File: src/dieng_pkg.sv
// constants, register map and state encoding for the integration engine
package dieng_pkg;

  // widths
  localparam int ADDR_W = 8;
  localparam int DATA_W = 16;
  localparam int ADC_W = 14;
  localparam int ACC_W = 27;
  localparam int LEN_W = 8;
  localparam int CNT_W = 10;
  localparam int TICK_W = 7;
  localparam int ELAPSED_W = 24;
  localparam int FMT_W = 3;
  localparam int NUM_CH = 4;

  // register offsets
  localparam logic [ADDR_W-1:0] ADDR_FIFO_FMT = 8'h11;
  localparam logic [ADDR_W-1:0] ADDR_CH_SEL = 8'h54;
  localparam logic [ADDR_W-1:0] ADDR_CH_PD = 8'h55;
  localparam logic [ADDR_W-1:0] ADDR_DI_EN = 8'h58;
  localparam logic [ADDR_W-1:0] ADDR_PATTERN = 8'h5a;
  localparam logic [ADDR_W-1:0] ADDR_A_RES0 = 8'h64;
  localparam logic [ADDR_W-1:0] ADDR_B_RES0 = 8'h68;
  localparam logic [ADDR_W-1:0] ADDR_A_RES1 = 8'h70;
  localparam logic [ADDR_W-1:0] ADDR_A_RES2 = 8'h74;
  localparam logic [ADDR_W-1:0] ADDR_B_RES1 = 8'h78;
  localparam logic [ADDR_W-1:0] ADDR_B_RES2 = 8'h7c;

  // reset value of every writable register
  localparam logic [DATA_W-1:0] REG_RESET = 16'h0000;

  // field positions
  localparam int FMT_A_LSB = 2;
  localparam int FMT_B_LSB = 6;
  localparam int SINGLE_CH_A_BIT = 14;
  localparam int SINGLE_CH_B_BIT = 15;
  localparam int PD_LSB = 13;
  localparam int DI_EN_A_BIT = 12;
  localparam int DI_EN_B_BIT = 13;
  localparam int SINGLE_PAIR_A_BIT = 5;
  localparam int SINGLE_PAIR_B_BIT = 6;
  localparam int GAP_EN_BIT = 7;

  // timing
  localparam int CLK_PERIOD_PS = 8000;
  localparam int CONV_PERIOD_US = 1;
  localparam int CONV_PERIOD_PS = CONV_PERIOD_US * 1000000;
  localparam int CONV_CYCLES = CONV_PERIOD_PS / CLK_PERIOD_PS;
  localparam int GAP_STEP_PS = 31250;
  localparam int WINDOW_LEAD = 9;

  // window sequencer states
  typedef enum logic [6:0] {
    ST_IDLE = 7'h01,
    ST_LEAD = 7'h02,
    ST_NEG1 = 7'h04,
    ST_GAP = 7'h08,
    ST_POS = 7'h10,
    ST_NEG2 = 7'h20,
    ST_DONE = 7'h40
  } dieng_state_t;

endpackage

File: src/dieng_accum.sv
// signed running total and dark total of one integration window
`timescale 1ns/1ps
`default_nettype none
module dieng_accum
  import dieng_pkg::*;
(
  // clock and reset
  input wire logic ref_clk,
  input wire logic srst,
  // control
  input wire logic clr,
  // conversion result with its region sign
  input wire logic smp_valid,
  input wire logic smp_add,
  input wire logic smp_sub,
  input wire logic [ADC_W-1:0] smp_data,
  // totals
  output logic signed [ACC_W-1:0] total,
  output logic [ACC_W-1:0] dark
);

  logic signed [ACC_W-1:0] total_r;
  logic signed [ACC_W-1:0] total_nxt;
  logic [ACC_W-1:0] dark_r;
  logic [ACC_W-1:0] dark_nxt;
  logic [ACC_W-1:0] smp_ext;

  assign smp_ext = {{(ACC_W-ADC_W){1'b0}}, smp_data};

  // add or subtract each tagged conversion
  always_comb begin
    total_nxt = total_r;
    dark_nxt = dark_r;
    if (clr) begin
      total_nxt = '0;
      dark_nxt = '0;
    end else if (smp_valid && smp_add) begin
      total_nxt = total_r + $signed(smp_ext);
    end else if (smp_valid && smp_sub) begin
      total_nxt = total_r - $signed(smp_ext);
      dark_nxt = dark_r + smp_ext;
    end
  end

  // registers
  always_ff @(posedge ref_clk) begin
    if (srst) begin
      total_r <= '0;
      dark_r <= '0;
    end else begin
      total_r <= total_nxt;
      dark_r <= dark_nxt;
    end
  end

  assign total = total_r;
  assign dark = dark_r;

endmodule
`default_nettype wire

File: src/dieng_engine.sv
// digital integration engine: registers, window sequencer, result routing
//
// How it works
// - while enabled, one conversion starts every microsecond across the window.
// - conversions in positive regions are added, in negative regions subtracted.
// - integration mode bypasses the band-pass filter, integrator acts as follower.
// - at window end the total goes to decimation, one sample per slot.
// - the result goes to the FIFO in the format chosen per slot.
// - the final result is also readable from the slot data registers.
// - single-channel bit connects photodiode to one channel, else all four.
// - power-down field bits switch off channels two to four.
// - pattern bit one selects single pair, zero selects double pair.
// - single pair negative region starts at offset plus 9, one width long.
// - positive region follows at once, same length; output is positive minus negative.
// - double pair: negative at offset plus 9, then positive of twice width.
// - second negative region of one width follows the positive region.
// - double pair output adds the middle region and subtracts both outer ones.
// - with proper timing the result rises with illumination.
// - gap enable inserts 31.25 ns steps between negative and positive regions.
// - a dark total of the negative samples is kept and output.
`timescale 1ns/1ps
`default_nettype none
module dieng_engine
  import dieng_pkg::*;
(
  // clock and reset
  input wire logic ref_clk,
  input wire logic srst,
  // register port
  input wire logic [ADDR_W-1:0] reg_addr,
  input wire logic reg_wr,
  input wire logic [DATA_W-1:0] reg_wdata,
  input wire logic reg_rd,
  output logic [DATA_W-1:0] reg_rdata,
  output logic reg_rvalid,
  // per-slot timing settings from the timing core
  input wire logic [LEN_W-1:0] window_start_offset_a,
  input wire logic [LEN_W-1:0] window_start_offset_b,
  input wire logic [LEN_W-1:0] region_length_a,
  input wire logic [LEN_W-1:0] region_length_b,
  input wire logic [LEN_W-1:0] region_gap_length_a,
  input wire logic [LEN_W-1:0] region_gap_length_b,
  // time slot start from the timing core
  input wire logic slot_start,
  input wire logic slot_is_b,
  // converter
  output logic adc_start,
  input wire logic adc_valid,
  input wire logic [ADC_W-1:0] adc_data,
  // decimation stage
  output logic decim_valid,
  output logic decim_slot_b,
  output logic [FMT_W-1:0] decim_format,
  output logic signed [ACC_W-1:0] dark_corrected_result,
  output logic [ACC_W-1:0] dark_total,
  // analog front end control
  output logic afe_bpf_bypass,
  output logic afe_integ_follower,
  output logic [NUM_CH-1:0] ch_connect_a,
  output logic [NUM_CH-1:0] ch_connect_b,
  output logic [NUM_CH-1:0] ch_power_en,
  output logic di_busy
);

  //////////////////////////////////////////////////////////////////////////
  // register file

  logic [DATA_W-1:0] fifo_format_config_r, fifo_format_config_nxt;
  logic [DATA_W-1:0] single_channel_select_r, single_channel_select_nxt;
  logic [DATA_W-1:0] channel_power_down_r, channel_power_down_nxt;
  logic [DATA_W-1:0] integration_enable_r, integration_enable_nxt;
  logic [DATA_W-1:0] sampling_pattern_select_r, sampling_pattern_select_nxt;
  logic [DATA_W-1:0] reg_rdata_r, reg_rdata_nxt;
  logic reg_rvalid_r, reg_rvalid_nxt;
  logic [DATA_W-1:0] res_lo_r [2];
  logic [DATA_W-1:0] res_hi_r [2];
  logic [DATA_W-1:0] res_lo_nxt [2];
  logic [DATA_W-1:0] res_hi_nxt [2];

  // host writes and registered read data
  always_comb begin
    fifo_format_config_nxt = fifo_format_config_r;
    single_channel_select_nxt = single_channel_select_r;
    channel_power_down_nxt = channel_power_down_r;
    integration_enable_nxt = integration_enable_r;
    sampling_pattern_select_nxt = sampling_pattern_select_r;
    if (reg_wr) begin
      case (reg_addr)
        ADDR_FIFO_FMT: fifo_format_config_nxt = reg_wdata;
        ADDR_CH_SEL: single_channel_select_nxt = reg_wdata;
        ADDR_CH_PD: channel_power_down_nxt = reg_wdata;
        ADDR_DI_EN: integration_enable_nxt = reg_wdata;
        ADDR_PATTERN: sampling_pattern_select_nxt = reg_wdata;
        default: ;
      endcase
    end
    reg_rvalid_nxt = reg_rd;
    reg_rdata_nxt = reg_rdata_r;
    if (reg_rd) begin
      case (reg_addr)
        ADDR_FIFO_FMT: reg_rdata_nxt = fifo_format_config_r;
        ADDR_CH_SEL: reg_rdata_nxt = single_channel_select_r;
        ADDR_CH_PD: reg_rdata_nxt = channel_power_down_r;
        ADDR_DI_EN: reg_rdata_nxt = integration_enable_r;
        ADDR_PATTERN: reg_rdata_nxt = sampling_pattern_select_r;
        ADDR_A_RES0: reg_rdata_nxt = res_lo_r[0];
        ADDR_A_RES1: reg_rdata_nxt = res_lo_r[0];
        ADDR_A_RES2: reg_rdata_nxt = res_hi_r[0];
        ADDR_B_RES0: reg_rdata_nxt = res_lo_r[1];
        ADDR_B_RES1: reg_rdata_nxt = res_lo_r[1];
        ADDR_B_RES2: reg_rdata_nxt = res_hi_r[1];
        default: reg_rdata_nxt = '0;
      endcase
    end
  end

  always_ff @(posedge ref_clk) begin
    if (srst) begin
      fifo_format_config_r <= REG_RESET;
      single_channel_select_r <= REG_RESET;
      channel_power_down_r <= REG_RESET;
      integration_enable_r <= REG_RESET;
      sampling_pattern_select_r <= REG_RESET;
      reg_rdata_r <= '0;
      reg_rvalid_r <= 1'b0;
    end else begin
      fifo_format_config_r <= fifo_format_config_nxt;
      single_channel_select_r <= single_channel_select_nxt;
      channel_power_down_r <= channel_power_down_nxt;
      integration_enable_r <= integration_enable_nxt;
      sampling_pattern_select_r <= sampling_pattern_select_nxt;
      reg_rdata_r <= reg_rdata_nxt;
      reg_rvalid_r <= reg_rvalid_nxt;
    end
  end

  assign reg_rdata = reg_rdata_r;
  assign reg_rvalid = reg_rvalid_r;

  //////////////////////////////////////////////////////////////////////////
  // channel connection and power

  // channel 1 always stays connected and powered
  genvar ch;
  generate
    for (ch = 0; ch < NUM_CH; ch++) begin : g_ch
      if (ch == 0) begin : g_first
        assign ch_connect_a[ch] = 1'b1;
        assign ch_connect_b[ch] = 1'b1;
        assign ch_power_en[ch] = 1'b1;
      end else begin : g_rest
        assign ch_connect_a[ch] =
          ~single_channel_select_r[SINGLE_CH_A_BIT];
        assign ch_connect_b[ch] =
          ~single_channel_select_r[SINGLE_CH_B_BIT];
        assign ch_power_en[ch] =
          ~channel_power_down_r[PD_LSB+ch-1];
      end
    end
  endgenerate

  //////////////////////////////////////////////////////////////////////////
  // window sequencer

  dieng_state_t state_r, state_nxt;
  logic slot_b_r, slot_b_nxt;
  logic single_r, single_nxt;
  logic gap_en_r, gap_en_nxt;
  logic [LEN_W-1:0] off_r, off_nxt;
  logic [LEN_W-1:0] width_r, width_nxt;
  logic [LEN_W-1:0] gap_r, gap_nxt;
  logic [TICK_W-1:0] tick_cnt_r, tick_cnt_nxt;
  logic [CNT_W-1:0] reg_cnt_r, reg_cnt_nxt;
  logic [ELAPSED_W-1:0] elapsed_r, elapsed_nxt;
  logic pending_r, pending_nxt;
  logic tag_add_r, tag_add_nxt;
  logic tag_sub_r, tag_sub_nxt;
  logic acc_clr;
  logic tick;
  logic running;
  logic slot_en;
  logic [CNT_W-1:0] cur_len;
  logic [CNT_W-1:0] width_eff;
  logic [ELAPSED_W-1:0] gap_limit;
  logic signed [ACC_W-1:0] acc_total;
  logic [ACC_W-1:0] acc_dark;

  assign slot_en = slot_is_b ? integration_enable_r[DI_EN_B_BIT]
                             : integration_enable_r[DI_EN_A_BIT];
  assign running = (state_r == ST_LEAD) || (state_r == ST_NEG1) ||
                   (state_r == ST_POS) || (state_r == ST_NEG2);
  assign tick = running && (tick_cnt_r == '0);
  assign adc_start = tick;
  assign width_eff = (width_r == '0) ? CNT_W'(1) : CNT_W'(width_r);
  assign gap_limit = ELAPSED_W'(CONV_PERIOD_PS) +
                     ELAPSED_W'(gap_r) * ELAPSED_W'(GAP_STEP_PS);

  // length of the region now running, in conversions
  always_comb begin
    case (state_r)
      ST_LEAD: cur_len = CNT_W'(off_r) + CNT_W'(WINDOW_LEAD);
      ST_NEG1: cur_len = width_eff;
      ST_POS: cur_len = single_r ? width_eff
                                 : CNT_W'(width_eff << 1);
      ST_NEG2: cur_len = width_eff;
      default: cur_len = CNT_W'(1);
    endcase
  end

  // next state, counters and conversion tags
  always_comb begin
    state_nxt = state_r;
    slot_b_nxt = slot_b_r;
    single_nxt = single_r;
    gap_en_nxt = gap_en_r;
    off_nxt = off_r;
    width_nxt = width_r;
    gap_nxt = gap_r;
    reg_cnt_nxt = reg_cnt_r;
    elapsed_nxt = '0;
    acc_clr = 1'b0;
    tag_add_nxt = tag_add_r;
    tag_sub_nxt = tag_sub_r;
    pending_nxt = pending_r;
    if (adc_valid) begin
      pending_nxt = 1'b0;
    end
    if (running) begin
      tick_cnt_nxt = (tick_cnt_r == TICK_W'(CONV_CYCLES-1))
                     ? '0 : tick_cnt_r + 1'b1;
    end else begin
      tick_cnt_nxt = '0;
    end
    if (tick) begin
      pending_nxt = 1'b1;
      tag_add_nxt = (state_r == ST_POS);
      tag_sub_nxt = (state_r == ST_NEG1) || (state_r == ST_NEG2);
      reg_cnt_nxt = reg_cnt_r + 1'b1;
    end
    case (state_r)
      ST_IDLE: begin
        if (slot_start && slot_en) begin
          state_nxt = ST_LEAD;
          acc_clr = 1'b1;
          slot_b_nxt = slot_is_b;
          single_nxt = slot_is_b
            ? sampling_pattern_select_r[SINGLE_PAIR_B_BIT]
            : sampling_pattern_select_r[SINGLE_PAIR_A_BIT];
          gap_en_nxt = sampling_pattern_select_r[GAP_EN_BIT];
          off_nxt = slot_is_b ? window_start_offset_b
                              : window_start_offset_a;
          width_nxt = slot_is_b ? region_length_b : region_length_a;
          gap_nxt = slot_is_b ? region_gap_length_b : region_gap_length_a;
          reg_cnt_nxt = '0;
          pending_nxt = 1'b0;
          tag_add_nxt = 1'b0;
          tag_sub_nxt = 1'b0;
        end
      end
      ST_LEAD, ST_NEG1, ST_POS, ST_NEG2: begin
        if (tick && (reg_cnt_r == cur_len - 1'b1)) begin
          reg_cnt_nxt = '0;
          case (state_r)
            ST_LEAD: state_nxt = ST_NEG1;
            ST_NEG1: state_nxt = gap_en_r ? ST_GAP : ST_POS;
            ST_POS: state_nxt = single_r ? ST_DONE : ST_NEG2;
            default: state_nxt = ST_DONE;
          endcase
        end
      end
      ST_GAP: begin
        // one conversion period plus the programmed gap, no conversions
        elapsed_nxt = elapsed_r + ELAPSED_W'(CLK_PERIOD_PS);
        if (elapsed_nxt >= gap_limit) begin
          state_nxt = ST_POS;
        end
      end
      ST_DONE: begin
        if (!pending_r) begin
          state_nxt = ST_IDLE;
        end
      end
      default: state_nxt = ST_IDLE;
    endcase
  end

  always_ff @(posedge ref_clk) begin
    if (srst) begin
      state_r <= ST_IDLE;
      slot_b_r <= 1'b0;
      single_r <= 1'b0;
      gap_en_r <= 1'b0;
      off_r <= '0;
      width_r <= '0;
      gap_r <= '0;
      tick_cnt_r <= '0;
      reg_cnt_r <= '0;
      elapsed_r <= '0;
      pending_r <= 1'b0;
      tag_add_r <= 1'b0;
      tag_sub_r <= 1'b0;
    end else begin
      state_r <= state_nxt;
      slot_b_r <= slot_b_nxt;
      single_r <= single_nxt;
      gap_en_r <= gap_en_nxt;
      off_r <= off_nxt;
      width_r <= width_nxt;
      gap_r <= gap_nxt;
      tick_cnt_r <= tick_cnt_nxt;
      reg_cnt_r <= reg_cnt_nxt;
      elapsed_r <= elapsed_nxt;
      pending_r <= pending_nxt;
      tag_add_r <= tag_add_nxt;
      tag_sub_r <= tag_sub_nxt;
    end
  end

  // positive minus negative keeps the result rising with light
  dieng_accum u_accum (
    .ref_clk(ref_clk),
    .srst(srst),
    .clr(acc_clr),
    .smp_valid(adc_valid && pending_r),
    .smp_add(tag_add_r),
    .smp_sub(tag_sub_r),
    .smp_data(adc_data),
    .total(acc_total),
    .dark(acc_dark)
  );

  //////////////////////////////////////////////////////////////////////////
  // result hand-off

  logic done_now;
  logic decim_valid_r, decim_valid_nxt;
  logic decim_slot_b_r, decim_slot_b_nxt;
  logic [FMT_W-1:0] decim_format_r, decim_format_nxt;
  logic signed [ACC_W-1:0] result_r, result_nxt;
  logic [ACC_W-1:0] dark_r, dark_nxt;

  assign done_now = (state_r == ST_DONE) && !pending_r;

  // one sample per slot window, with that slot's output format
  always_comb begin
    decim_valid_nxt = done_now;
    decim_slot_b_nxt = decim_slot_b_r;
    decim_format_nxt = decim_format_r;
    result_nxt = result_r;
    dark_nxt = dark_r;
    res_lo_nxt = res_lo_r;
    res_hi_nxt = res_hi_r;
    if (done_now) begin
      decim_slot_b_nxt = slot_b_r;
      decim_format_nxt = slot_b_r
        ? fifo_format_config_r[FMT_B_LSB +: FMT_W]
        : fifo_format_config_r[FMT_A_LSB +: FMT_W];
      result_nxt = acc_total;
      dark_nxt = acc_dark;
      res_lo_nxt[slot_b_r] = acc_total[DATA_W-1:0];
      res_hi_nxt[slot_b_r] =
        DATA_W'($signed(acc_total[ACC_W-1:DATA_W]));
    end
  end

  always_ff @(posedge ref_clk) begin
    if (srst) begin
      decim_valid_r <= 1'b0;
      decim_slot_b_r <= 1'b0;
      decim_format_r <= '0;
      result_r <= '0;
      dark_r <= '0;
      res_lo_r <= '{default: '0};
      res_hi_r <= '{default: '0};
    end else begin
      decim_valid_r <= decim_valid_nxt;
      decim_slot_b_r <= decim_slot_b_nxt;
      decim_format_r <= decim_format_nxt;
      result_r <= result_nxt;
      dark_r <= dark_nxt;
      res_lo_r <= res_lo_nxt;
      res_hi_r <= res_hi_nxt;
    end
  end

  assign decim_valid = decim_valid_r;
  assign decim_slot_b = decim_slot_b_r;
  assign decim_format = decim_format_r;
  assign dark_corrected_result = result_r;
  assign dark_total = dark_r;

  // analog path setup while a window is open
  assign di_busy = (state_r != ST_IDLE);
  assign afe_bpf_bypass = di_busy;
  assign afe_integ_follower = di_busy;

endmodule
`default_nettype wire

File: config.mk
export PLATFORM = sky130hd
export DESIGN_NAME = dieng_engine
export DESIGN_NICKNAME = d
export VERILOG_FILES = /design/src/dieng_pkg.sv /design/src/dieng_accum.sv /design/src/dieng_engine.sv
export SDC_FILE = /design/constraint.sdc
export NUM_CORES = 1
export LEC_CHECK = 0
export ABC_AREA = 0
export BUFFER_PORTS_ARGS = -buffer_cell sky130_fd_sc_hd__buf_2
export CELL_PAD_IN_SITES_DETAIL_PLACEMENT = 2
export CELL_PAD_IN_SITES_GLOBAL_PLACEMENT = 2
export CORE_MARGIN = 8
export CORE_UTILIZATION = 39
export DETAILED_ROUTE_END_ITERATION = 12
export GPL_TIMING_DRIVEN = 0
export PLACE_DENSITY = 0.9
export SLEW_MARGIN = 0
export SYNTH_ARGS = -nofsm -noshare
export SYNTH_HDL_FRONTEND = slang
export SYNTH_HIERARCHICAL = 1
export SYNTH_SLANG_ARGS = --single-unit
File: constraint.sdc
create_clock -name ref_clk -period 13.3 [get_ports ref_clk]
set_input_delay 0.665 -clock ref_clk [delete_from_list [all_inputs] [get_ports ref_clk]]
set_output_delay 0.665 -clock ref_clk [all_outputs]
set_load 0.02 [all_outputs]
; After elaboration in Yosys (flattened, before gate mapping)
; Cells that the tools add are included.
[word_totals]
input_bits = 93
out_inout_bits = 92
elab_cells = 149
register_bits = 352
[op_classes]
n_mux = 40
n_bitwise = 9
n_mul = 1
eq_ne = 25
n_addsub = 9
order_cmp = 3
reduce_logical = 31
[ops]
columns = cell, n
row1 = one-hot mux 16 bit (9 select lines), 1
row2 = equality test 8 x 7 -> 1 bit (second input constant), 10
row3 = bitwise mux 32 bit, 2
row4 = 2-to-1 mux 27 bit, 2
row5 = 2-to-1 mux 7 bit, 5
row6 = 2-to-1 mux 8 bit, 4
row7 = 2-to-1 mux 10 bit, 3
row8 = one-hot mux 7 bit (4 select lines), 1
row9 = adder 27 x 14 -> 27 bit, 1
row10 = adder 27 x 15 -> 27 bit, 1
row11 = one-hot mux 9 bit (3 select lines), 1
row12 = subtractor 27 x 15 -> 27 bit, 1
row13 = adder 20 x 23 -> 24 bit (first input constant), 1
row14 = adder 24 x 13 -> 24 bit (second input constant), 1
row15 = greater-or-equal comparator 24 bit, 1
row16 = multiplier 8 x 14 -> 22 bit (second input constant), 1
row17 = one-hot mux 7 bit (3 select lines), 1
row18 = one-hot mux 10 bit (2 select lines), 1
row19 = demux 16 bit (select 1 bit), 1
row20 = 2-to-1 mux 16 bit, 1
row21 = equality test 7 bit (second input constant), 2
row22 = 2-to-1 mux 1 bit, 14
row23 = AND reduction 2 bit, 7
row24 = adder 10 x 1 -> 10 bit (second input constant), 1
row25 = 30 further kinds, 54

; Longest topological paths before layout
; Gate-level depths: netlist of run 1.
[depth]
depth_word = 9
mapped_depth = 25
mapped_depth_nobuf = 25

; Hierarchy
; Netlist of run 1, hierarchy kept.
[modules_own_cells]
columns = mod, n_inst, area_per_inst_um2, seq_area_each_um2, cells_per_inst
row1 = dieng_engine, 1, 14704.1, 5645.4, 1802
row2 = dieng_accum, 1, 4454.3, 1081.0, 577

; Worst setup path before layout of run 1
; Ideal clock, no wire load.
[synth_timing]
path_kind = reg2reg
start = register gap_r[4]
end = register state_r[4]
setup_slack_ns = 7.521
required_time_ns = 13.214
t_arrival_ns = 5.693
stages_incl_launch_ff = 23
n_path_buf = 0
setup_ns = 0.086
synth_period_minus_slack_ns = 5.779
path_cell_list = dfxtp_1 -> fa_1 -> ha_1 -> inv_1 -> fa_1 -> fa_1 -> inv_1 -> ha_1 -> a21oi_1 -> a21oi_1 -> or4_1 -> a31oi_1 -> nand3_1 -> and2_1 -> xnor2_1 -> ha_1 -> a21o_1 -> a21o_1 -> a2111oi_0 -> inv_1 -> o211ai_1 -> a211oi_1 -> a211oi_1
[synth_via]
elab_chain_len = 5
[synth_rtl]
columns = element, line
row1 = "start, declared", dieng_engine.sv:171  ; logic [LEN_W-1:0] gap_r, gap_nxt;
row2 = "start signal, assigned", dieng_engine.sv:309  ; gap_r <= gap_nxt;
row3 = multiplier 8 x 14 -> 22 bit, dieng_engine.sv:196  ; ELAPSED_W'(gap_r) * ELAPSED_W'(GAP_STEP_PS);
row4 = adder 20 x 23 -> 24 bit, dieng_engine.sv:195  ; assign gap_limit = ELAPSED_W'(CONV_PERIOD_PS) +
row5 = greater-or-equal comparator 24 bit, dieng_engine.sv:274  ; if (elapsed_nxt >= gap_limit) begin
row6 = inequality test 2 bit (no source line), n/a
row7 = AND reduction 4 bit (no source line), n/a
row8 = "end signal, assigned", dieng_engine.sv:303  ; state_r <= state_nxt;
row9 = "end, declared", dieng_engine.sv:165  ; dieng_state_t state_r, state_nxt;
; No other way between the ends.
; A chain may end at the register's enable or synchronous reset.

; Worst setup path after layout of run 1
[layout_timing]
start = register gap_r[1]
end = register state_r[4]
; The elaborated chain is that of the path after synthesis.

==> results of run 1 <==
[power breakdown]
part | internal [mW] | leakage, nW | switching, mW
logic | 0.0561 | 5.45 | 0.122
clock network | 0.636 | 0.627 | 0.486
registers | 1.01 | 2.71 | 0.00527
total | 1.70 | 8.78 | 0.613
[state kept, by name (all words and copies together), names as in the netlist, 16 cells and up]
register                   flops
res_lo_r                      32
dark_total                    27
dark_corrected_result         27
sampling_pattern_select_r     16
elapsed_r                     18
res_hi_r                      22
reg_rdata                     16
u_accum/total                 27
u_accum/dark                  27
channel_power_down_r          16
integration_enable_r          16
single_channel_select_r       16
fifo_format_config_r          16
[worst paths after layout]
kind                                               start                                    endpoint  slack (ns)  cells past startpoint
hold / removal                             reg_wdata[14]  sampling_pattern_select_r[14]$_SDFFE_PP0P_        0.39                      3
hold reg to reg   dark_corrected_result[19]$_SDFFE_PP0P_      dark_corrected_result[19]$_SDFFE_PP0P_        0.46                      2
setup / recovery                   gap_r[1]$_SDFFE_PP0P_                     state_r[4]$_SDFFE_PP0P_        5.76                     23
setup reg to reg                   gap_r[1]$_SDFFE_PP0P_                     state_r[4]$_SDFFE_PP0P_        5.76                     23
[layout make-up]
class / instances / area (um^2) / share of cell area, %
Tap cell: 664 / 831 / 3.75
Antenna cell: 2 / 5.00 / 0.0226
Timing Repair Buffer: 176 / 881 / 3.97
Clock inverter: 12 / 128 / 0.576
Clock buffer: 56 / 1140 / 5.15
Sequential cell: 336 / 6730 / 30.3
Multi-Input combinational cell: 1829 / 11600 / 52.1
Inverter: 85 / 319 / 1.44
Buffer: 131 / 584 / 2.64
[cell usage after synthesis (10+ instances only)]
library cell / count
nand2_1: 492
dfxtp_1: 336
a21oi_1: 284
nor2_1: 148
ha_1: 124
clkbuf_1: 111
inv_1: 85
xnor2_1: 67
nand3_1: 64
a211oi_1: 50
o21ai_0: 45
xor2_1: 43
mux2i_1: 36
nor2b_1: 36
a21o_1: 27
a22oi_1: 25
nor3_1: 25
nand4_1: 24
and2_1: 19
fa_1: 19
a222oi_1: 17
and3_1: 17
nand2b_1: 14
o21a_1: 14
a221oi_1: 13
a22o_1: 12
nor2_2: 11
nor4_1: 11
or3_1: 10
[cell families after synthesis]
family	after synthesis	share of synthesized area, %
DFF	336	35.1
buffers and inverters	216	4.72
adders and majority gates	143	10.1
AOI/OAI and AO/OA	600	20.5
muxes	38	2.00
other	1	0.0196
xor gates and xnor gates	110	5.03
and+or+nand+nor	935	22.5
[layer usage]
| layer | part of all wire, % | vias up |
|---|---|---|
| met1 | 38 | 10200 |
| met4 | 6.2 | 4 |
| met2 | 50 | 870 |
| li1 | - | 8783 |
| met3 | 6.1 | 382 |
| met5 | 0.035 | - |
[critical path: cells and delay by family (launching register included)]
| kind | cells | cell delay [ns] |
|---|---|---|
| XOR/XNOR | 1 | 0.18 |
| AO/OA/AOI/OAI | 12 | 4.29 |
| flip-flops | 1 | 0.53 |
| AND/OR/NAND/NOR | 1 | 0.24 |
| adder cells (fa/ha/maj) | 5 | 1.80 |
| buffers and inverters | 4 | 0.40 |
[cell usage in the layout (no fill, tap or decap), types with 19 or more instances in the layout]
master / synthesis / layout
a22oi_1: 25 / 25
and2_1: 19 / 19
a211oi_1: 50 / 50
inv_1: 85 / 85
a21o_1: 27 / 27
xnor2_1: 67 / 67
clkbuf_16: 0 / 40
clkbuf_1: 111 / 119
a21oi_1: 284 / 284
nor2_1: 148 / 148
ha_1: 124 / 124
nand3_1: 64 / 64
nor2b_1: 36 / 36
nor3_1: 25 / 24
mux2i_1: 36 / 36
o21ai_0: 45 / 45
nand2_1: 492 / 492
dfxtp_1: 336 / 336
fa_1: 19 / 19
buf_2: 1 / 177
nand4_1: 24 / 24
xor2_1: 43 / 43
==> flow_summary_export.csv, run 1 <==
group,metric,value,unit
route,drt_pass1_iterations,7,
synthesis,synth_largest_area_cell,"dfxtp_1",
clock_tree,cts_root_buf,"clkbuf_16",
power_and_ir_drop,power.density,104,nW/um^2
synthesis,ys_seq_elements,336,
route,drt_first_iter_violations,1226,
synthesis,yosys-top-cells-area,"dfxtp_1 (35%), nand2_1 (9.6%), ha_1 (8.1%)",
global_routing,use_met1,33.5,%
floorplan,die_w,238,um
floorplan,core,48700,um^2
setup_path,cp.required,13.77,ns
setup_path,critPathArrivalTime,8.01,ns
route,ant_nets,0,
place,placed_cells,3221,
clock_tree,clk_pin_slew,0.07,ns
global_routing,grt_antenna_before_repair,4,
route,vias,20300,
timing,tightest_slew,1.49,ns
clock_tree,clk_latency,0.60,ns
clock_tree,cts.htree.levels,2,
outcome,status,"complete, but fails checks",
timing,fin_tns_setup,0,ns
timing,hold_ws,0.394,ns
setup_path,crit_slowest_cell,"a2111oi_0",
timing,period_needed,7.54,ns
route,routedWlPerCell,27.6,um
global_routing,use_met3,6.32,%
route,drc,0,
floorplan,initial_core_util,39.3,%
layout,finalNetCount,2834,
timing,fin_crit_sh,56.7,%
floorplan,row_count,81,
setup_path,critPathKind,"reg -> reg",
setup_path,path_cells,"inv_1, ha_1, inv_1, fa_1, inv_1, ha_1, ha_1, a21o_1, a221o_1, a31oi_1, o2111ai_1, a311o_1, a2111oi_0, nand3b_1, o211ai_1, xor2_1, ha_1, a21o_1, a2111oi_0, inv_1, o211ai_1, a211oi_1, a211oi_1",
power_and_ir_drop,p_leak,8.78,nW
layout,final_core_util,45.5,%
timing,slew_viol_final,1,
synthesis,synth_cells,2379,
layout,final_area,22200,um^2
timing,setup_violations,0,
place,io_buffers,176,
clock_tree,cts_buffers,39,
synthesis,synth_enable_flop_cells,0,
route,via_per_inst,6.16,
setup_path,path_max_fanout,7,
synthesis,synth_cell_types,101,
job,drv_cap,2,
global_routing,grt_usage,30.9,%
synthesis,synth_ff_type,"dfxtp_1",
timing,setup_ws,5.76,ns
synthesis,synthesis.area,19200,um^2
synthesis,yosysSeqAreaShare,35.1,%
global_routing,grt_overflow,0,
power_and_ir_drop,p_total,2.31,mW
layout,area_delta_synth_final,15.7,%
clock_tree,ctsResizeCount,0,
clock_tree,clockBufferDepth,3,
place,placed_area,20900,um^2
power_and_ir_drop,peakVddDrop,0.107,mV
global_routing,grt.met2_usage,55.4,%
global_routing,grt_pass1_vias,23000,
setup_path,cp_slowest_stage_delay,1.21,ns
timing,rsz0062_at_grt,"false",
outcome,violations,"capacitance limit, slew limit",
timing,finalHoldViolations,0,
layout,fill_cells,5464,
synthesis,async_reset_ff_share,0,%
place,hpwl,61200,um
global_routing,grt_max_degree,14,
floorplan,io_pins,185,
timing,skew,0.0365,ns
clock_tree,hold_buffers,0,
setup_path,cp-start-kind,"flip-flop",
route,wl,90800,um
synthesis,avgSynthCellArea,8.05,um^2
layout,drive_gt1_share,11.9,%
synthesis,yosys.area.top_type_share,35.1,%
setup_path,end_kind,"flip-flop",
global_routing,grt-busiest-layer,"met2",
floorplan,dieArea,56500,um^2
clock_tree,cts_tree,"done",
min_path,hp-class,"in -> reg",
place,place_ws,5.90,ns
layout,final_cells,3291,
floorplan,fp.dieH,238,um
clock_tree,cts_sinks,336,
timing,fmax,133,MHz
global_routing,grt_pass1_wl,138000,um
clock_tree,cts_setup_buffers,0,
timing,slew_headroom,-0.254,%
synthesis,synth_warnings,6,
place,routabilityCongestion,0.926,
(Power assumes the default switching activity.)
==> run 2: changes to the inputs <==
--- a/config.mk
+++ b/config.mk
@@ -5,15 +5,15 @@
 export SDC_FILE = /design/constraint.sdc
 export NUM_CORES = 1
 export LEC_CHECK = 0
-export ABC_AREA = 0
+export ABC_AREA = 1
 export BUFFER_PORTS_ARGS = -buffer_cell sky130_fd_sc_hd__buf_2
 export CELL_PAD_IN_SITES_DETAIL_PLACEMENT = 2
 export CELL_PAD_IN_SITES_GLOBAL_PLACEMENT = 2
 export CORE_MARGIN = 8
-export CORE_UTILIZATION = 39
+export CORE_UTILIZATION = 34
 export DETAILED_ROUTE_END_ITERATION = 12
 export GPL_TIMING_DRIVEN = 0
-export PLACE_DENSITY = 0.9
+export PLACE_DENSITY = 0.84
 export SLEW_MARGIN = 0
 export SYNTH_ARGS = -nofsm -noshare
 export SYNTH_HDL_FRONTEND = slang
==> constraint.sdc (replaced) <==
create_clock -name ref_clk -period 7.7 [get_ports ref_clk]
set_input_delay 0.385 -clock ref_clk [delete_from_list [all_inputs] [get_ports ref_clk]]
set_output_delay 0.385 -clock ref_clk [all_outputs]
set_load 0.02 [all_outputs]
==> flow_summary_export.csv, run 2 <==
group,metric,value,unit
outcome,status,"complete, no violations",
synthesis,yosys-top-cells-area,"dfxtp_1 (34%), nand2_1 (11%), inv_1 (8.2%)",
synthesis,synth_enable_flop_cells,0,
place,placed_cells,3884,
timing,fin_tns_setup,0,ns
layout,largest_reg_flops,32,
min_path,hold_start,"window_start_offset_a[0]",
clock_tree,cts_tree,"done",
power_and_ir_drop,power.density,232,nW/um^2
min_path,hp-class,"in -> reg",
layout,area_delta_synth_final,16.6,%
route,drt_pass1_iterations,6,
setup_path,path_max_fanout,8,
floorplan,dieArea,67000,um^2
floorplan,core,58700,um^2
floorplan,row_count,89,
timing,hold_ws,0.0955,ns
global_routing,grt_pass1_wl,134000,um
clock_tree,cts.htree.levels,2,
place,hpwl,67600,um
route,routedWlPerCell,22.0,um
global_routing,grt_antenna_before_repair,2,
place,place_ws,0.721,ns
timing,period_needed,6.87,ns
route,wl_met1,36900,um
synthesis,synth_cell_types,60,
timing,setup_ws,0.829,ns
clock_tree,clk_pin_slew,0.06,ns
timing,slew_headroom,20.0,%
synthesis,async_reset_ff_share,0,%
global_routing,grt_pass1_vias,23700,
route,vias,21200,
setup_path,critPathArrivalTime,7.32,ns
layout,finalNetCount,3391,
power_and_ir_drop,peakVddDrop,0.170,mV
setup_path,cp_slowest_stage_delay,0.65,ns
synthesis,synth_largest_area_cell,"dfxtp_1",
setup_path,end_kind,"flip-flop",
setup_path,reg2reg_from,"gap_r[4]$_SDFFE_PP0P_",
synthesis,yosysSeqAreaShare,33.6,%
clock_tree,hold_buffers,0,
floorplan,die_w,259,um
synthesis,yosysMostFrequentCell,"nand2_1",
layout,drive_gt1_share,10.6,%
clock_tree,cts_sinks,336,
route,dr_wl_met2,42500,um
synthesis,synth_warnings,6,
synthesis,ys_seq_elements,336,
place,io_buffers,179,
clock_tree,ctsResizeCount,0,
floorplan,initial_core_util,34.2,%
timing,skew,0.0173,ns
clock_tree,cts_setup_buffers,0,
job,drv_cap,0,
global_routing,grt_usage,25.2,%
clock_tree,cts_root_buf,"clkbuf_16",
route,drc,0,
setup_path,critPathKind,"reg -> reg",
timing,rsz0062_at_grt,"false",
place,routabilityCongestion,0.915,
floorplan,io_pins,185,
route,wl_met3,4740,um
layout,most-common-layout-cells,"nand2_1 (593), inv_1 (438), dfxtp_1 (336), nor2_1 (319), o21ai_0 (252)",
setup_path,cp.required,8.15,ns
timing,fin_crit_sh,89.2,%
layout,final_common_cell,"nand2_1",
timing,tightest_slew,1.20,ns
clock_tree,clockBufferDepth,3,
synthesis,synth_ff_type,"dfxtp_1",
route,drt_first_iter_violations,1071,
timing,slew_viol_final,0,
route,wl,87300,um
route,highest-signal-layer,"met4",
layout,top_register,"res_lo_r",
clock_tree,clk_latency,0.57,ns
timing,fmax,146,MHz
setup_path,startpoint,"gap_r[4]$_SDFFE_PP0P_",
setup_path,crit_slowest_cell,"a2111oi_0",
route,via_per_inst,5.35,
synthesis,synth_cells,2930,
synthesis,synth_common_cells,"nand2_1 (593), inv_1 (438), dfxtp_1 (336)",
layout,final_cells,3960,
global_routing,grt_max_degree,15,
synthesis,avgSynthCellArea,6.84,um^2
power_and_ir_drop,p_leak,10.7,nW
global_routing,grt_overflow,0,
floorplan,fp.dieH,259,um
synthesis,synthesis.area,20000,um^2
timing,finalHoldViolations,0,
timing,setup_violations,0,
route,ant_nets,0,
synthesis,yosys.area.top_type_share,33.6,%
clock_tree,cts_buffers,41,
setup_path,cp-start-kind,"flip-flop",
## run 2: cell types whose count changed after synthesis, sizes merged, moves of 24 or more
cell    previous run  this run
a22oi             25         1
a21oi            285       246
nor2             160       337
nand3             64       133
clkbuf           114        84
o21ai             51       255
nand2            492       612
inv               85       443
mux2i             36         0
a211oi            51         6
nor2b             36         0
o22ai              1        35
xnor2             67        19
## run 2: per-stage QoR
stage / instance area (um^2) / power (mW) / util (%)
floorplan: 20100 / 2.85 / -
global placement: 21900 / 3.19 / 37.3
detailed placement: 21900 / 3.31 / 37.3
CTS: 23300 / 5.44 / 39.8
global route: 23400 / 5.67 / 39.8
finish: 23400 / 5.41 / 39.8
## run 2: cell type report
| cell class | instances | area, um^2 |
|---|---|---|
| diodes | 2 | 5.00 |
| plain buffers | 110 | 469 |
| clock buffers | 52 | 1130 |
| clock inverters | 21 | 309 |
| fillers | 7030 | 35300 |
| inverters | 449 | 1690 |
| multi-input cells | 2037 | 11200 |
| flip-flops and latches | 336 | 6730 |
| well taps | 773 | 967 |
| repair buffers | 180 | 903 |
## run 2: path summary, 6_finish.rpt
path | endpoint | slack (ns) | cells after the start
worst min-delay path | off_r[0]$_SDFFE_PP0P_ | 0.1 | 3
worst max register to register | state_r[5]$_SDFFE_PP0P_ | 0.83 | 27
worst max-delay path | state_r[5]$_SDFFE_PP0P_ | 0.83 | 27
worst min register to register | single_channel_select_r[0]$_SDFFE_PP0P_ | 0.46 | 2
## run 2: per-layer routing
metal	vias to the layer above	GRT usage [%]
li1	9930	-
met4	0	9.42
met5	-	0
met2	554	44.6
met1	10500	30.1
met3	185	4.56
## run 2: power breakdown
| group | total [mW] | internal (mW) | switching (mW) |
|---|---|---|---|
| sequential | 1.91 | 1.82 | 0.0898 |
| combinational | 1.38 | 0.465 | 0.920 |
| clock | 2.12 | 1.28 | 0.845 |
| total | 5.41 | 3.56 | 1.85 |
## run 2: logic make-up (layout without fill, tap and decap cells)
logic type	count (synthesis)	after routing	share of synthesized area, %
adder cells (fa/ha/maj)	143	143	9.64
AND/OR/NAND/NOR	1177	1177	25.2
buffers and inverters	559	812	10.7
flip-flops	336	336	33.6
AO/OA/AOI/OAI	635	635	17.4
XOR/XNOR	79	79	3.45
other	1	5	0.0187
## run 2: worst max-delay path: cells and delay by family, from the launching register on
| kind | cells | cell delay [ns] |
|---|---|---|
| buf+inv | 2 | 0.11 |
| xor+xnor | 2 | 0.34 |
| compound gates | 5 | 1.54 |
| flops | 1 | 0.62 |
| simple gates | 12 | 1.55 |
| fa+ha+maj | 6 | 2.57 |
==> run 3: changes to the inputs <==
--- a/config.mk
+++ b/config.mk
@@ -13,6 +13,7 @@
 export CORE_UTILIZATION = 34
 export DETAILED_ROUTE_END_ITERATION = 12
 export GPL_TIMING_DRIVEN = 0
+export HOLD_SLACK_MARGIN = 0.12
 export PLACE_DENSITY = 0.84
 export SLEW_MARGIN = 0
 export SYNTH_ARGS = -nofsm -noshare
==> flow_summary_export.csv, run 3 (synthesis gave the netlist of run 2 again) <==
group,metric,value,unit
layout,final_core_util,40.6,%
clock_tree,clk_latency,0.57,ns
layout,finalNetCount,3435,
clock_tree,ctsResizeCount,0,
place,hpwl,67600,um
layout,final_common_cell,"nand2_1",
floorplan,die_w,259,um
layout,top_register,"res_lo_r",
setup_path,path_max_fanout,8,
power_and_ir_drop,p_leak,11.0,nW
route,wl_met3,4990,um
route,dr_wl_met2,46800,um
setup_path,critPathKind,"reg -> reg",
outcome,status,"complete, no violations",
setup_path,end_kind,"flip-flop",
route,wl_met1,38300,um
route,routedWlPerCell,23.3,um
clock_tree,clockBufferDepth,3,
setup_path,critPathArrivalTime,7.46,ns
floorplan,dieArea,67000,um^2
global_routing,grt_pass1_wl,142000,um
layout,area_delta_synth_final,18.7,%
place,io_buffers,179,
floorplan,row_count,89,
place,placed_area,21900,um^2
min_path,hold_start,"region_length_b[5]",
min_path,min_path_cells,3,
setup_path,reg2reg_from,"gap_r[4]$_SDFFE_PP0P_",
route,drc,0,
floorplan,initial_core_util,34.2,%
clock_tree,cts_sinks,336,
timing,hold_ws,0.151,ns
global_routing,grt_usage,26.9,%
floorplan,core,58700,um^2
route,ant_nets,0,
global_routing,grt_max_degree,15,
timing,setup_violations,0,
clock_tree,clk_pin_slew,0.07,ns
route,via_per_inst,5.41,
layout,drive_gt1_share,10.4,%
timing,tightest_slew,1.20,ns
power_and_ir_drop,pwr-share-clk,38.7,%
power_and_ir_drop,p_sw,1.92,mW
global_routing,grt_overflow,0,
route,drt_first_iter_violations,1034,
power_and_ir_drop,power.density,231,nW/um^2
timing,slew_headroom,20.0,%
clock_tree,cts_tree,"done",
timing,finalHoldViolations,0,
setup_path,rr_endpoint,"state_r[5]$_SDFFE_PP0P_",
global_routing,grt_pass1_vias,24400,
setup_path,r2r_cells,27,
timing,fin_tns_setup,0,ns
setup_path,cp.required,8.15,ns
min_path,min_to,"width_r[5]$_SDFFE_PP0P_",
power_and_ir_drop,switching_share,34.9,%
timing,skew,0.0175,ns
layout,largest_reg_flops,32,
timing,fmax,143,MHz
clock_tree,cts_buffers,41,
setup_path,cp-start-kind,"flip-flop",
floorplan,fp.dieH,259,um
power_and_ir_drop,internal_power,3.59,mW
place,routabilityCongestion,0.915,
layout,final_area,23800,um^2
power_and_ir_drop,peakVddDrop,0.160,mV
clock_tree,cts_root_buf,"clkbuf_16",
global_routing,grt_antenna_before_repair,2,
route,highest-signal-layer,"met4",
timing,fin_crit_sh,91.1,%
floorplan,io_pins,185,
job,drv_cap,0,
timing,period_needed,7.01,ns
power_and_ir_drop,p_total,5.51,mW
timing,slew_viol_final,0,
route,vias,21600,
setup_path,ff2ff_setup_slack,0.69,ns
power_and_ir_drop,p_seq_share,34.7,%
min_path,hp-class,"in -> reg",
route,wl,93500,um
power_and_ir_drop,comb_power_share,26.6,%
clock_tree,cts.htree.levels,2,
layout,most-common-layout-cells,"nand2_1 (593), inv_1 (438), dfxtp_1 (336), nor2_1 (319), o21ai_0 (252)",
route,drt_pass1_iterations,5,
timing,rsz0062_at_grt,"false",
==> run 3: power groups by stage <==
stage / clock, mW / sequential [mW] / combinational [mW]
4_1_cts: 2.14 / 1.90 / 1.42
2_1_floorplan: 0 / 1.94 / 0.914
3_3_place_gp: 0 / 1.94 / 1.26
6_report: 2.13 / 1.91 / 1.47
5_1_grt: 2.22 / 1.92 / 1.61
3_5_place_dp: 0 / 1.94 / 1.37
==> run 3: cell type report <==
class	count	area (um^2)
Antenna cell	1	2.50
Buffer	110	469
Clock buffer	52	1130
Clock inverter	21	309
Fill cell	6993	34900
Inverter	449	1690
Multi-Input combinational cell	2037	11200
Sequential cell	336	6730
Tap cell	773	967
Timing Repair Buffer	224	1340
==> run 3: worst max path at each step <==
stage               slack, ns                      end                  start  depth (start not counted)
finish                   0.69  state_r[5]$_SDFFE_PP0P_  gap_r[4]$_SDFFE_PP0P_                         27
global route             0.38  state_r[5]$_SDFFE_PP0P_  gap_r[4]$_SDFFE_PP0P_                         27
CTS                      0.66  state_r[5]$_SDFFE_PP0P_  gap_r[4]$_SDFFE_PP0P_                         27
detailed placement       0.72  state_r[5]$_SDFFE_PP0P_  gap_r[4]$_SDFFE_PP0P_                         27
global placement         1.15  state_r[5]$_SDFFE_PP0P_  gap_r[4]$_SDFFE_PP0P_                         27
floorplan                2.11  state_r[1]$_SDFFE_PP0P_  gap_r[4]$_SDFFE_PP0P_                         26
==> run 3: worst max-delay path, stage by stage (launching register included) <==
cell and delay (ns):
dfxtp_1 0.61, fa_1 0.54, ha_1 0.33, inv_1 0.08, fa_1 0.54, fa_1 0.56, inv_1 0.05, ha_1 0.38
a21oi_1 0.19, a21boi_1 0.28, o21ai_0 0.19, xor2_1 0.21, or2_2 0.34, nor2_1 0.19, nand2_1 0.10, nand2_1 0.08
xnor2_1 0.14, ha_1 0.28, nand2_1 0.11, nor2_1 0.07, a2111oi_0 0.65, o2111ai_1 0.31, nor2_1 0.18, nor2_1 0.15
nand2_4 0.15, nand2_1 0.08, nand2_1 0.06, nor2_1 0.04
==> run 3: through the flow <==
step                cells  worst slack [ns]
floorplan            2932              2.11
global placement     3884              1.15
detailed placement   3884             0.721
CTS                  4001             0.656
global route         4002             0.378
finish               4003             0.689
==> run 3: metal layers <==
metal	up-vias	GRT usage (%)
met1	10800	31.3
met4	0	10.1
li1	10000	-
met2	581	48.9
met3	194	4.66
met5	-	0
==> run 3: repair_timing <==
item | in CTS | in global routing
endpoints found under the setup margin | 0 | 0
hold buffers | 44 | 0
setup buffers | 0 | 0
hold endpoints to repair | 24 | 0
